**src/mcs_pkg.sv**
```systemverilog
// constants and types for the monitor configuration and sleep control bank
package mcs_pkg;
  // register addresses
  localparam logic [7:0] ADDR_CONFIG = 8'he3;
  localparam logic [7:0] ADDR_SLEEP = 8'he4;
  // configuration register fields
  localparam int CFG_START = 0;
  localparam int CFG_LOCK = 1;
  localparam int CFG_MASK_ALL = 2;
  localparam int CFG_ALERT = 3;
  localparam int CFG_TIE = 4;
  localparam int CFG_READY = 7;
  localparam logic [6:0] CFG_RESET = 7'h00;
  localparam logic [6:0] CFG_WR_FREE = 7'h7c;
  // sleep control fields; upper bits are read-only reserved
  localparam logic [1:0] SLEEP_RESET = 2'h3;
  localparam logic [5:0] SLEEP_RES_HI = 6'h01;
  localparam logic [1:0] SLEEP_S0 = 2'h0;
  localparam logic [1:0] SLEEP_S1 = 2'h1;
  localparam logic [1:0] SLEEP_S3 = 2'h2;
  localparam logic [1:0] SLEEP_S45 = 2'h3;
  localparam logic [7:0] RD_UNMAPPED = 8'h00;

  // one-hot sleep masking mode
  typedef enum logic [3:0] {
    MCS_S0 = 4'b0001,
    MCS_S1 = 4'b0010,
    MCS_S3 = 4'b0100,
    MCS_S45 = 4'b1000
  } mcs_sleep_e;

  // register access request from the serial interface engine
  typedef struct packed {
    logic wr;
    logic rd;
    logic [7:0] addr;
    logic [7:0] wdata;
  } mcs_req_s;

  // sleep field to masking mode
  function automatic mcs_sleep_e mcs_decode_sleep(input logic [1:0] field);
    mcs_sleep_e m;
    m = MCS_S0;
    unique case (field)
      SLEEP_S0: m = MCS_S0;
      SLEEP_S1: m = MCS_S1;
      SLEEP_S3: m = MCS_S3;
      SLEEP_S45: m = MCS_S45;
    endcase
    return m;
  endfunction : mcs_decode_sleep
endpackage : mcs_pkg

```
**src/mcs_ctrl.sv**
```systemverilog
// configuration and sleep state control registers with lock and throttle tie
module mcs_ctrl
  import mcs_pkg::*;
(
  // clock and resets
  input wire logic ref_clk,
  input wire logic rst,
  input wire logic ext_reset_in,
  // register access
  input wire mcs_pkg::mcs_req_s req,
  output logic [7:0] rdata,
  output logic rd_valid,
  // measurement side
  input wire logic all_channels_valid,
  // control outputs
  output logic events_masked,
  output logic alert_enable,
  output logic fan_auto_enable,
  output logic pwm_force_zero,
  output logic boost_programmed,
  output mcs_pkg::mcs_sleep_e sleep_mode,
  // open-drain throttle pins, active low
  input wire logic cpu_one_throttle_pin_in,
  output logic cpu_one_throttle_pin_out,
  output logic cpu_one_throttle_pin_oe,
  input wire logic cpu_two_throttle_pin_in,
  output logic cpu_two_throttle_pin_out,
  output logic cpu_two_throttle_pin_oe
);
  import mcs_pkg::*;

  logic [6:0] cfg;
  logic ready;
  logic [1:0] sleep_state_field;
  logic [6:0] next_cfg;
  logic next_ready;
  logic [1:0] next_sleep_state_field;
  logic [7:0] next_rdata;
  logic wr_cfg;
  logic wr_sleep;

  assign wr_cfg = req.wr && (req.addr == ADDR_CONFIG);
  assign wr_sleep = req.wr && (req.addr == ADDR_SLEEP);

  // register next values; external reset overrides any write
  always_comb
  begin
    next_cfg = cfg;
    next_ready = ready | all_channels_valid;
    next_sleep_state_field = sleep_state_field;
    if (wr_cfg)
    begin
      // free bits 2 to 6 stored; start and lock only while unlocked, lock then sticks
      next_cfg = (cfg & ~CFG_WR_FREE) | (req.wdata[6:0] & CFG_WR_FREE);
      if (!cfg[CFG_LOCK])
      begin
        next_cfg[CFG_START] = req.wdata[CFG_START];
        next_cfg[CFG_LOCK] = req.wdata[CFG_LOCK];
      end
      if (cfg[CFG_LOCK])
      begin
        next_cfg[CFG_LOCK] = 1'b1;
      end
    end
    // host tells device its sleep state
    if (wr_sleep)
    begin
      next_sleep_state_field = req.wdata[1:0];
    end
    // external reset forces deepest sleep state
    if (ext_reset_in)
    begin
      next_cfg = CFG_RESET;
      next_ready = 1'b0;
      next_sleep_state_field = SLEEP_S45;
    end
  end

  // read mux; unmapped addresses read zero
  always_comb
  begin
    next_rdata = RD_UNMAPPED;
    if (req.addr == ADDR_CONFIG)
    begin
      next_rdata = {ready, cfg};
    end
    else if (req.addr == ADDR_SLEEP)
    begin
      next_rdata = {SLEEP_RES_HI, sleep_state_field};
    end
  end

  // state and outputs; outputs follow next values so they match the registers
  always_ff @(posedge ref_clk)
  begin
    if (rst)
    begin
      cfg <= CFG_RESET;
      ready <= 1'b0;
      sleep_state_field <= SLEEP_RESET;
      rdata <= RD_UNMAPPED;
      rd_valid <= 1'b0;
      events_masked <= 1'b1;
      alert_enable <= 1'b0;
      fan_auto_enable <= 1'b0;
      pwm_force_zero <= 1'b1;
      boost_programmed <= 1'b0;
      sleep_mode <= MCS_S45;
    end
    else
    begin
      cfg <= next_cfg;
      ready <= next_ready;
      sleep_state_field <= next_sleep_state_field;
      rdata <= next_rdata;
      rd_valid <= req.rd;
      events_masked <= next_cfg[CFG_MASK_ALL] | ~next_cfg[CFG_START];
      alert_enable <= next_cfg[CFG_ALERT];
      // start enables auto fan and programmed boost limits
      fan_auto_enable <= next_cfg[CFG_START];
      pwm_force_zero <= ~next_cfg[CFG_START];
      boost_programmed <= next_cfg[CFG_START];
      sleep_mode <= mcs_decode_sleep(next_sleep_state_field);
    end
  end

  // throttle tie: each pin copies only the other pin's outside low, so the
  // tie itself cannot latch; an external short still latches both low
  always_ff @(posedge ref_clk)
  begin
    if (rst)
    begin
      cpu_one_throttle_pin_oe <= 1'b0;
      cpu_two_throttle_pin_oe <= 1'b0;
    end
    else
    begin
      cpu_two_throttle_pin_oe <= cfg[CFG_TIE] & ~cpu_one_throttle_pin_in & ~cpu_one_throttle_pin_oe;
      cpu_one_throttle_pin_oe <= cfg[CFG_TIE] & ~cpu_two_throttle_pin_in & ~cpu_two_throttle_pin_oe;
    end
  end

  // open drain: only ever pulls low
  always_ff @(posedge ref_clk)
  begin
    cpu_one_throttle_pin_out <= 1'b0;
    cpu_two_throttle_pin_out <= 1'b0;
  end

  // checks
  a_lock_blocks_start: assert property (@(posedge ref_clk) disable iff (rst)
    cfg[CFG_LOCK] && wr_cfg && !ext_reset_in |=> cfg[CFG_START] == $past(cfg[CFG_START]))
    else $error("start changed while locked");
  a_lock_sticky: assert property (@(posedge ref_clk) disable iff (rst)
    cfg[CFG_LOCK] && !ext_reset_in |=> cfg[CFG_LOCK])
    else $error("lock cleared without external reset");
  a_ext_clears_lock: assert property (@(posedge ref_clk) disable iff (rst)
    ext_reset_in |=> !cfg[CFG_LOCK] && !ready)
    else $error("external reset did not clear lock");
  a_global_mask_on: assert property (@(posedge ref_clk) disable iff (rst)
    (cfg[CFG_MASK_ALL] || !cfg[CFG_START]) |->
      events_masked && (cfg[CFG_START] || (pwm_force_zero && !fan_auto_enable && !boost_programmed)))
    else $error("events not masked");
  a_alert_follows: assert property (@(posedge ref_clk) disable iff (rst)
    wr_cfg && !ext_reset_in |=> alert_enable == $past(req.wdata[CFG_ALERT]))
    else $error("alert enable did not follow write");
  a_tie_drives_two: assert property (@(posedge ref_clk) disable iff (rst)
    cfg[CFG_TIE] && !cpu_one_throttle_pin_in && !cpu_one_throttle_pin_oe |=> cpu_two_throttle_pin_oe)
    else $error("tie did not drive second pin");
  a_no_tie_no_drive: assert property (@(posedge ref_clk) disable iff (rst)
    !cfg[CFG_TIE] |=> !cpu_one_throttle_pin_oe && !cpu_two_throttle_pin_oe)
    else $error("throttle pin driven without tie");
  a_ready_sets: assert property (@(posedge ref_clk) disable iff (rst)
    all_channels_valid && !ext_reset_in |=> ready ##1 ready || $past(ext_reset_in))
    else $error("data valid not set");
  a_sleep_decode: assert property (@(posedge ref_clk) disable iff (rst)
    4'(sleep_mode) == (4'h1 << sleep_state_field))
    else $error("sleep mode mismatch");
  a_ext_forces_s45: assert property (@(posedge ref_clk) disable iff (rst)
    ext_reset_in |=> sleep_state_field == SLEEP_S45 && sleep_mode == MCS_S45)
    else $error("external reset did not force S4/5");
  a_start_runs_fan: assert property (@(posedge ref_clk) disable iff (rst)
    cfg[CFG_START] |-> fan_auto_enable && boost_programmed && !pwm_force_zero)
    else $error("start did not enable fan control");

  c_lock_set: cover property (@(posedge ref_clk) disable iff (rst) !cfg[CFG_LOCK] ##1 cfg[CFG_LOCK]);
  c_locked_write: cover property (@(posedge ref_clk) disable iff (rst) cfg[CFG_LOCK] && wr_cfg);
  c_sleep_s1: cover property (@(posedge ref_clk) disable iff (rst) sleep_mode == MCS_S1);
  c_tie_drive: cover property (@(posedge ref_clk) disable iff (rst) cpu_two_throttle_pin_oe);
  c_ready: cover property (@(posedge ref_clk) disable iff (rst) ready && cfg[CFG_START]);
endmodule : mcs_ctrl

```
**config.mk**
```make
export PLATFORM = sky130hd
export DESIGN_NAME = mcs_ctrl
export DESIGN_NICKNAME = d
export VERILOG_FILES = /design/src/mcs_pkg.sv /design/src/mcs_ctrl.sv
export SDC_FILE = /design/constraint.sdc
export NUM_CORES = 1
export LEC_CHECK = 0
export ABC_AREA = 0
export BUFFER_PORTS_ARGS = -buffer_cell sky130_fd_sc_hd__buf_4
export CORE_UTILIZATION = 44
export CTS_BUF_LIST = sky130_fd_sc_hd__clkbuf_8 sky130_fd_sc_hd__clkbuf_16
export CTS_CLUSTER_DIAMETER = 150
export CTS_CLUSTER_SIZE = 28
export DETAILED_ROUTE_END_ITERATION = 12
export PLACE_DENSITY = 0.77
export SKIP_LAST_GASP = 1
export SYNTH_ARGS = -nofsm -noshare
export SYNTH_HDL_FRONTEND = slang
export SYNTH_SLANG_ARGS = --single-unit
```
**constraint.sdc**
```tcl
create_clock -name ref_clk -period 2 [get_ports ref_clk]
set_clock_uncertainty 0.2 [all_clocks]
set_input_delay 0.4 -clock ref_clk [delete_from_list [all_inputs] [get_ports ref_clk]]
set_output_delay 0.4 -clock ref_clk [all_outputs]
set_load 0.005 [all_outputs]
```
# After elaboration in Yosys (flattened, before gate mapping)
# Cells that the tools add are included.
[classes]
eq_ne = 5
n_reduce_logical = 4
bitwise_logic = 12
n_mux = 9
[op_table]
columns = ["op", "n"]
rows = [
  ["$eq A8 B8 Y1 const B", 2],
  ["$pmux W4 S4", 1],
  ["$mux W4", 2],
  ["$mux W8", 1],
  ["$or A2 B7 Y7", 1],
  ["$mux W2", 3],
  ["$not A1 Y1", 5],
  ["$and A1 B1 Y1", 4],
  ["$eq A2 B2 Y1 const B", 2],
  ["$mux W3", 1],
  ["$eq A2 B1 Y1 const B", 1],
  ["$logic_and A1 B1 Y1", 2],
  ["$logic_not A2 Y1", 1],
  ["$or A1 B1 Y1", 2],
  ["$reduce_or A2 Y1", 1],
  ["$mux W1", 1],
]
[word_totals]
in_bits = 24
out_inout_bits = 22
wordCells = 43
register_bits = 29

# Depth between registers and ports, before layout
# Gate-level depths: netlist (run 1).
[logic_depth]
ltp_word = 7
depth_mapped = 5
ltp_nobuf = 4

# Least setup slack after synthesis (run 1)
# No wires, ideal clock.
[synth_timing]
path_kind = "input port to flip-flop"
from = "input req[12] (netlist name)"
to = "register sleep_mode[0]"
setup_time_ns = 0.061
t_arrival_ns = 1.357
slack_ns = 0.382
cell_stages = 5
path_cell_list = "and4b_1 -> buf_2 -> nand3_2 -> mux2i_2 -> and4bb_2"
[synth_via]
elab_chain_cells = 6
word_cells_on_any_way = 9
[synth_lines]
columns = ["element", "line", "rtl"]
rows = [
  ["start: declaration", "mcs_ctrl.sv:10", "input wire mcs_pkg::mcs_req_s req,"],
  ["$eq A8 B8 Y1 *", "mcs_ctrl.sv:43", "assign wr_sleep = req.wr && (req.addr == ADDR_SLEEP);"],
  ["$logic_and A1 B1 Y1 *", "mcs_ctrl.sv:43", ""],
  ["$mux W2 *", "mcs_ctrl.sv:66", "if (wr_sleep)"],
  ["$mux W2 *", "mcs_ctrl.sv:71", "if (ext_reset_in)"],
  ["$eq A2 B2 Y1 (tied with other cells)", "mcs_pkg.sv:44", "unique case (field)"],
  ["$pmux W4 S4 *", "mcs_pkg.sv:44", ""],
  ["end signal: assignment", "mcs_ctrl.sv:123", "sleep_mode <= mcs_decode_sleep(next_sleep_state_field);"],
  ["end: declaration", "mcs_ctrl.sv:21", "output mcs_pkg::mcs_sleep_e sleep_mode,"],
]
# Every way passes the cells marked *; elsewhere a longest branch is shown, timed or not.
# A chain may end at the register's enable or synchronous reset.

# Final worst setup path (run 1)
[layout_timing]
from = "input req[12] (netlist name)"
to = "register sleep_mode[1]"
# The elaborated chain is that of the path after synthesis.

==> results of run 1 <==
-- synthesized netlist by cell type (2+ instances only) --
| master | number |
|---|---|
| buf_4 | 3 |
| clkbuf_1 | 2 |
| and2_1 | 4 |
| and4b_1 | 2 |
| nor3_1 | 2 |
| a22o_1 | 2 |
| nor4b_2 | 2 |
| nand2_1 | 7 |
| mux2i_2 | 2 |
| nor2_1 | 12 |
| and4bb_2 | 2 |
| dfxtp_1 | 27 |
| mux2i_1 | 6 |
-- registers in the layout (all words and copies together) (netlist names) --
register / count
rdata: 8
cfg: 6
sleep_mode: 4
sleep_state_field: 2
alert_enable: 1
cpu_one_throttle_pin_oe: 1
cpu_two_throttle_pin_oe: 1
events_masked: 1
pwm_force_zero: 1
rd_valid: 1
ready: 1
-- final cells by class --
class / instances / area share
sequential: 27 / 0.4118
multi-input combinational: 52 / 0.2841
timing repair buffer: 42 / 0.2402
clock buffer: 3 / 0.03146
tap: 27 / 0.02574
clock inverter: 1 / 0.003813
inverter: 1 / 0.002860
-- worst reg2reg max path: cells and delay by family, from the launching register on --
family / cells / cell delay (ns)
simple gates: 2 / 0.34
mux: 1 / 0.30
flops: 1 / 0.33
-- cell families after synthesis --
logic type | synth area share
flip-flops | 0.5699
buffers and inverters | 0.04089
AO/OA/AOI/OAI | 0.04090
other | 0.003954
multiplexers | 0.09235
AND/OR/NAND/NOR | 0.2520
-- power by group through the flow --
stage | Sequential [W] | Combinational, W | Clock, W
final | 0.000540 | 0.0000576 | 0.000293
after global routing | 0.000540 | 0.0000627 | 0.000321
after CTS | 0.000540 | 0.0000580 | 0.000305
after detailed placement | 0.000553 | 0.0000575 | 0
after global placement | 0.000553 | 0.0000564 | 0
after floorplan | 0.000553 | 0.0000190 | 0
-- worst max path at each step --
stage                     startpoint            end  slack (ns)  cells past startpoint
after floorplan              req[12]  sleep_mode[0]        0.38                      5
after global placement       req[12]  events_masked        0.17                      5
after detailed placement     req[12]  sleep_mode[1]        0.12                      5
after CTS                    req[12]  sleep_mode[1]        0.39                      5
after global routing         req[12]  sleep_mode[1]        0.32                      5
final                        req[12]  sleep_mode[1]        0.37                      5
-- metrics by stage --
step	cells	setup WS, ns
6_report	153	0.3742
5_1_grt	153	0.3152
4_1_cts	153	0.3919
3_5_place_dp	149	0.1159
3_3_place_gp	149	0.1723
2_1_floorplan	86	0.3822
-- per-layer routing --
layer	GRT usage	up-vias
met5	0	-
met4	0.08824	0
met3	0.02201	2
met2	0.3028	31
met1	0.1703	325
li1	-	362
==> results.md, run 1 <==
- The total non-filler cell area in the finished layout is 0.001313 mm2.
- The number of ports placed on the die boundary is 46.
- The number of hold violations in the final report was 0.
- The share of synthesized area in the top cell type comes to 0.5699.
- The number of maximum-capacitance violations is 0.
- The total power per unit cell area is 678.8 mW/mm2.
- The clock buffer count from CTS is 3.
- The total standard cell area after synthesis is 948.4 um2.
- The critical path data arrival time is 1.60 ns.
- The share of layout cells above drive strength 1 is 0.4365.
- The die is 48.43 um wide.
- In this run the tool buffered the top-level ports with 42 buffer cells.
- The worst-case IR drop observed on VDD is 0.3797 mV.
- The share of total power dissipated in the clock network is 0.329.
- The gate count after technology mapping is 85.
- The internal portion of the total power is 0.0007140 W.
- In this run the most critical hold path is launched from cpu_one_throttle_pin_in.
- Setup violations remaining at the end of the flow were counted as 0.
- The cell area after placement is 0.001266 mm2.
- Of the available clock period, the critical path in the final layout requires 0.8129.
- For this run, the detailed router's first-pass iteration total came to 4.
- Wires add up to 1806 um.
- Traced cell by cell, the critical path runs through buf_4 > and4b_1 > nand3_2 > mux2i_2 > nor4b_2.
- The worst register-to-register path begins at cfg[1].
- The routed metal-1 wire length is 760 um.
- The final total power is 0.0008910 W.
- For this run, the share of the core covered by cells in the final layout is 0.6556.
- The H-tree depth is 1.
- The share of the Yosys chip area taken by registers is 0.5699.
- The static leakage is 0.6094 nW.
- The global-route wire length before repair is 2911 um.
- Wire segments on met2 add up to 938 um in the final route.
- Of the total power, combinational logic draws 0.065.
- The number of hold-repair buffers added at the cts stage is 0.
- The number of vias per cell is 4.706.
- The standard cell core area is 0.002002 mm2.
- Clock tree synthesis selected as its root buffer the cell clkbuf_8.
- For this run, the total global-route usage over all layers was measured as 0.1605.
- In this run, synthesis inferred 0 flip-flops with an integrated enable.
- Summing all multi-input logic gate instances after layout gives 372.9 um2.
- The destination of the worst register-to-register timing path is events_masked.
- The largest single stage delay on the critical path is 0.38 ns.
- The worst register-to-register path has a depth of 3.
- The post-CTS repair timing setup buffer count is 0.
- The flow ran to the end, and the final reports show no timing, DRC or antenna violations.
- In the layout the commonest cells are 42 x buf_4, 27 x dfxtp_1, 12 x nor2_1, 7 x nand2_1, 6 x mux2i_1.
- The data required time of the critical path is 1.98 ns.
- The mean area per synthesized cell is 11.16 um2.
- The minimum clock period is 1.626 ns.
- The path with the worst hold slack has its endpoint at cpu_two_throttle_pin_oe.
- The net switching power is 0.0001770 W.
- The critical path is of the input pin to flip-flop type.
- The clock net in this run drives a total of 27 sinks.
- Setup repair after global routing left no endpoint under its margin.
- TritonCTS built the clock tree.
- By area the synthesized netlist is led by dfxtp_1 57%, mux2i_1 6.3%, nor2_1 4.7%.
- The die is 48.43 um tall.
- The summed negative setup slack over all endpoints is 0 ns.
- The detail route stage leaves a number of antenna-violating nets equal to 0.
- The clock reaches the later pin of the worst-skew pair after 0.26 ns.
- The largest net degree at the start of global routing is 16.
- The path type of the worst min-delay path is input pin to flip-flop.
- The number of warnings issued by yosys is 0.
- The flop-to-flop setup slack is 0.73 ns.
- The number of remaining DRC errors is 0.
- The worst hold path passes through 2 cells.
- For this run, the top clock speed supported by timing is 615.1 MHz.
- The wire-length estimate of the detail-placed layout is 1369 um.
- After the first detailed-routing iteration, the DRC count stood at 14.
- STA classifies the critical path startpoint as an input pin.
- After clock tree synthesis, the repair step resized 0 gates.
- In the final design database the tool counted 151 nets.
- The slowest stage of the critical path is the and4b_1 cell.
- The initial antenna violation count came to 0.
- Together, buffers and inverters on the worst path number 1.
- In this run, synthesis produced a sequential element count of 27.
- In the final layout, flip-flops and latches occupy 540.5 um2.
- Routability-driven placement finished with a final weighted congestion of 0.7690.
- The final number of max-transition violations is 0.
- The fraction of registers with async set or reset after synthesis is 0.
- The die covers 0.002345 mm2.
- Among all flip-flop cells after synthesis, the most frequent one is dfxtp_1.
- In this run the core area contains 16 standard-cell rows.
- The highest metal layer with signal wires is met4.
- The cell family contributing the most delay on the critical path is simple AND/OR/NAND/NOR gates.
- Summing over every cut layer, the via total after detailed routing is 720.
- The fraction of power spent switching nets is 0.1987.
- After synthesis, the netlist uses 25 different library cells.
- The routed wirelength normalized by instance count is 11.80 um.
- The filler cells instantiated in the layout total 171.
- The number of global-route vias before repair is 723.
- The element type at the critical path end is a flip-flop.
- The area added between synthesis and finish is 38.39%.
- The library cell used most frequently in the layout, excluding fill and tap cells, is buf_4.
- After clock tree synthesis, the clock-pin slew on the worst setup and hold paths is 0.09 ns.
- In this run the deepest clock path goes through 2 buffers.
- The sum of overflow across all layers after global routing is 0.
- The largest total area in the synthesized netlist belongs to dfxtp_1.
- The sequential share of power is 0.606.
- The tightest hold path in the finished design has a slack of 0.08639 ns.
- The maximum net fanout on the critical path is 6.
- The routed length on met3 is 85 um.
- The count of antenna diodes in the layout is 0.
- The initial utilization of the core area, before any placement, comes to 0.4738.
Power figures use the tool's default switching activity.
==> inputs of run 2 (changes only) <==
--- a/config.mk
+++ b/config.mk
@@ -7,12 +7,12 @@
 export LEC_CHECK = 0
 export ABC_AREA = 0
 export BUFFER_PORTS_ARGS = -buffer_cell sky130_fd_sc_hd__buf_4
-export CORE_UTILIZATION = 44
+export CORE_UTILIZATION = 39
 export CTS_BUF_LIST = sky130_fd_sc_hd__clkbuf_8 sky130_fd_sc_hd__clkbuf_16
 export CTS_CLUSTER_DIAMETER = 150
 export CTS_CLUSTER_SIZE = 28
 export DETAILED_ROUTE_END_ITERATION = 12
-export PLACE_DENSITY = 0.77
+export PLACE_DENSITY = 0.72
 export SKIP_LAST_GASP = 1
 export SYNTH_ARGS = -nofsm -noshare
 export SYNTH_HDL_FRONTEND = slang
==> constraint.sdc (replaced) <==
create_clock -name ref_clk -period 1.35 [get_ports ref_clk]
set_clock_uncertainty 0.2 [all_clocks]
set_input_delay 0.27 -clock ref_clk [delete_from_list [all_inputs] [get_ports ref_clk]]
set_output_delay 0.27 -clock ref_clk [all_outputs]
set_load 0.005 [all_outputs]
==> results.md, run 2 (synthesis gave the netlist of run 1 again) <==
- The clock-pin slew reported for the worst setup and hold paths after clock tree synthesis is 0.09 ns (about the same).
- The flop-to-flop setup slack came to 0.06 ns (-0.67 ns).
- The initial antenna violation count is 0 (unchanged).
- The run finished, with violations left.
- The largest registers in the layout are rdata x8, cfg x6, sleep_mode x4.
- The H-tree depth was 1 (unchanged).
- The total number of cells along the worst setup path came to 5 (unchanged).
- The global-route wire length before repair came to 3008 um (+3.3%).
- The CTS sink count was 27 (unchanged).
- The total area of multi-input combinational cells is 419.2 um2 (+12%).
- The number of ports placed on the die boundary is 46 (unchanged).
- The destination of the worst register-to-register timing path is events_masked.
- The worst setup path is of the input pin to flip-flop kind.
- The final number of max-transition violations is 0 (unchanged).
- The number of DRC markers after the initial detailed-route iteration came to 5 (-9).
- The count of buffers inserted at the top-level ports came to 42 (unchanged).
- Setup repair after global routing could not meet its margin everywhere.
- The slowest cell on the critical path is and4b_2.
- The share of layout cells above drive strength 1 is 0.4851 (+0.04857).
- The number of maximum-capacitance violations is 0 (unchanged).
- The worst supply voltage drop on vdd is 0.5997 mV (+58%).
- Subtracting the final worst setup slack from the clock period gives 1.362 ns.
- The critical path's top delay family is simple AND/OR/NAND/NOR gates.
- The total internal power was 0.001075 W (+51%).
- The fraction of power spent switching nets was 0.2025 (+0.003850).
- The detailed placement HPWL came to 1565 um (+14%).
- The via total after detailed routing is 749 (+4.0%).
- The clock buffer count from CTS is 3 (unchanged).
- STA classifies the critical path endpoint as a flip-flop.
- The number of global-route vias before repair is 709 (-1.9%).
- The net switching power was 0.0002731 W (+54%).
- The area added between synthesis and finish is 52.64%.
- The buffer levels on the longest clock path is 2 (unchanged).
- The global router's overall resource usage is 0.1570 (-0.003537).
- The critical path data arrival time is 1.31 ns (-0.29 ns).
- The number of nets at the end of the flow is 159 (+5.3%).
- The worst register-to-register path begins at cfg[1].
- The library cell used most frequently in the layout, excluding fill and tap cells, is buf_4.
- The end point of the critical path is events_masked.
- The die boundary width came to 51.32 um (+6.0%).
- The routability-driven placement congestion ratio was 0.7931 (+3.1%).
- The largest net degree at the start of global routing is 16 (unchanged).
- The setup slack after layout is -0.01243 ns (-0.3866 ns).
- The largest register by flop count is rdata.
- The count of TritonRoute iterations in the first routing pass came to 4 (unchanged).
- The sum of overflow across all layers after global routing is 0 (unchanged).
- The vertical die dimension is 51.32 um (+6.0%).
- The buffering stage count on the worst path with inverters included was 1 (unchanged).
- The row count is 17 (+1).
- The final cell utilization of the core was 0.6421 (-0.01356).
- The timing startpoint of the critical path is req[12].
- The effective utilization at floorplan is 0.4206 (-0.05311).
- The combinational share of power is 0.082 (+0.017).
- The number of vias per cell is 4.623 (-1.8%).
- The number of hold violations in the final report is 0 (unchanged).
- The checks that failed: setup timing.
- The sequential cell area is 540.5 um2 (unchanged).
- The depth of the worst register-to-register path is 3 (unchanged).
- The worst setup timing slack at the placement stage came to -0.3962 ns (-0.5121 ns).
- The maximum net fanout on the critical path is 6 (unchanged).
- TritonCTS built the clock tree.
- The number of remaining DRC errors is 0 (unchanged).
- Leaving out fill and tap cells, the most frequent cells in the layout are 42 x buf_4, 27 x dfxtp_1, 11 x nor2_1, 7 x nand2_1, 6 x buf_6.
- The number of nets with antenna violations after detailed routing was 0 (unchanged).
- The static leakage is 0.6612 nW (+8.5%).
- The root buffer cell is clkbuf_8.
- The final wirelength is 1914 um (+6.0%).
- The insertion delay of the later-clocked pin in the worst-skew pair came to 0.26 ns (about the same).
- The startpoint kind of the worst setup timing path is an input pin.
- The clock power share is 0.325 (-0.004).
- The fraction of the cycle the final worst path needs is 1.009.
- The number of fill cells is 188 (+9.9%).
- The count of antenna diodes in the layout is 0 (unchanged).
- The area of the die was 0.002633 mm2 (+12%).
- Walking the worst path, the cells encountered are buf_6 > and4b_2 > and4b_1 > mux2i_2 > nand2_1.
- The flip-flop count of the largest register, all copies and words added is 8 (unchanged).
- The data required time of the critical path is 1.30 ns (-0.68 ns).
- The final total power is 0.001348 W (+51%).
- The standard cell core area is 0.002255 mm2 (+13%).
- The delay contributed by the slowest stage of the critical path was 0.35 ns (-0.03 ns).
- Based on the critical path, the design can be clocked at up to 734.0 MHz.
- The sequential share of power is 0.593 (-0.013).
- The total power per unit cell area is 931.3 mW/mm2 (+37%).
- The final setup violation count is 3 (+3).
- The path type of the worst min-delay path is input pin to flip-flop.
- The routed wirelength normalized by instance count came to 11.81 um (about the same).
[run 2: changes by cell type in the layout (fill, tap and decap cells not counted)]
cell           previous run  this run
mux2i_2                   2         1
and4b_2                   0         1
nor2_2                    0         1
buf_6                     0         6
mux2i_1                   6         5
nor4b_2                   2         1
nand3_4                   0         1
nor4b_4                   1         2
and4b_1                   2         1
nand3_1                   1         0
mux2i_4                   0         2
dlygate4sd3_1             0         2
nor2_1                   12        11
[run 2: final cells by class]
class / count / share of cell area
sequential: 27 / 0.3734
tap: 28 / 0.02420
clock inverter: 1 / 0.003457
clock buffer: 3 / 0.02852
inverter: 1 / 0.002593
multi-input combinational: 52 / 0.2895
timing repair buffer: 50 / 0.2783
[run 2: how the worst min path moves through the flow]
stage / start / to / depth (start not counted)
6_report: req[16] / rd_valid / 2
5_1_grt: req[16] / rd_valid / 2
4_1_cts: req[16] / rd_valid / 2
3_5_place_dp: cpu_two_throttle_pin_oe / cpu_one_throttle_pin_oe / 1
3_3_place_gp: cpu_two_throttle_pin_oe / cpu_one_throttle_pin_oe / 1
2_1_floorplan: ext_reset_in / sleep_mode[1] / 1
[run 2: power by group through the flow]
stage               Sequential (W)  Clock [W]  Combinational, W
detailed placement        0.000819          0         0.0000954
global placement          0.000819          0         0.0000932
floorplan                 0.000819          0         0.0000303
CTS                       0.000800   0.000449          0.000107
finish                    0.000800   0.000438          0.000110
global route              0.000801   0.000477          0.000119
[run 2: routing by layer]
layer,vias up,part of all wire,global-route usage
met5,-,0,0
met4,0,0.015,0.08108
met3,2,0.039,0.01786
met2,28,0.52,0.2763
met1,336,0.42,0.1860
li1,383,-,-
[run 2: repair_timing]
item | in CTS | in global routing
setup endpoints to repair | 12 | 11
gates cloned | 0 | 0
buffers inserted | 1 | 0
pin swaps | 1 | 2
hold buffers | 2 | 0
gates resized for setup | 7 | 5
hold endpoints to repair | 2 | 0
[run 2: metrics by stage]
stage               instance area (um2)  std cells  hold WS [ns]  setup TNS (ns)
finish                             1448        162       0.01364        -0.02404
detailed placement                 1318        155        0.2159          -6.281
floorplan                         970.9         86        0.1414         -0.5337
global placement                   1318        155        0.2073          -5.768
CTS                                1430        162       0.01315        -0.09352
global route                       1448        162       0.01665         -0.2688
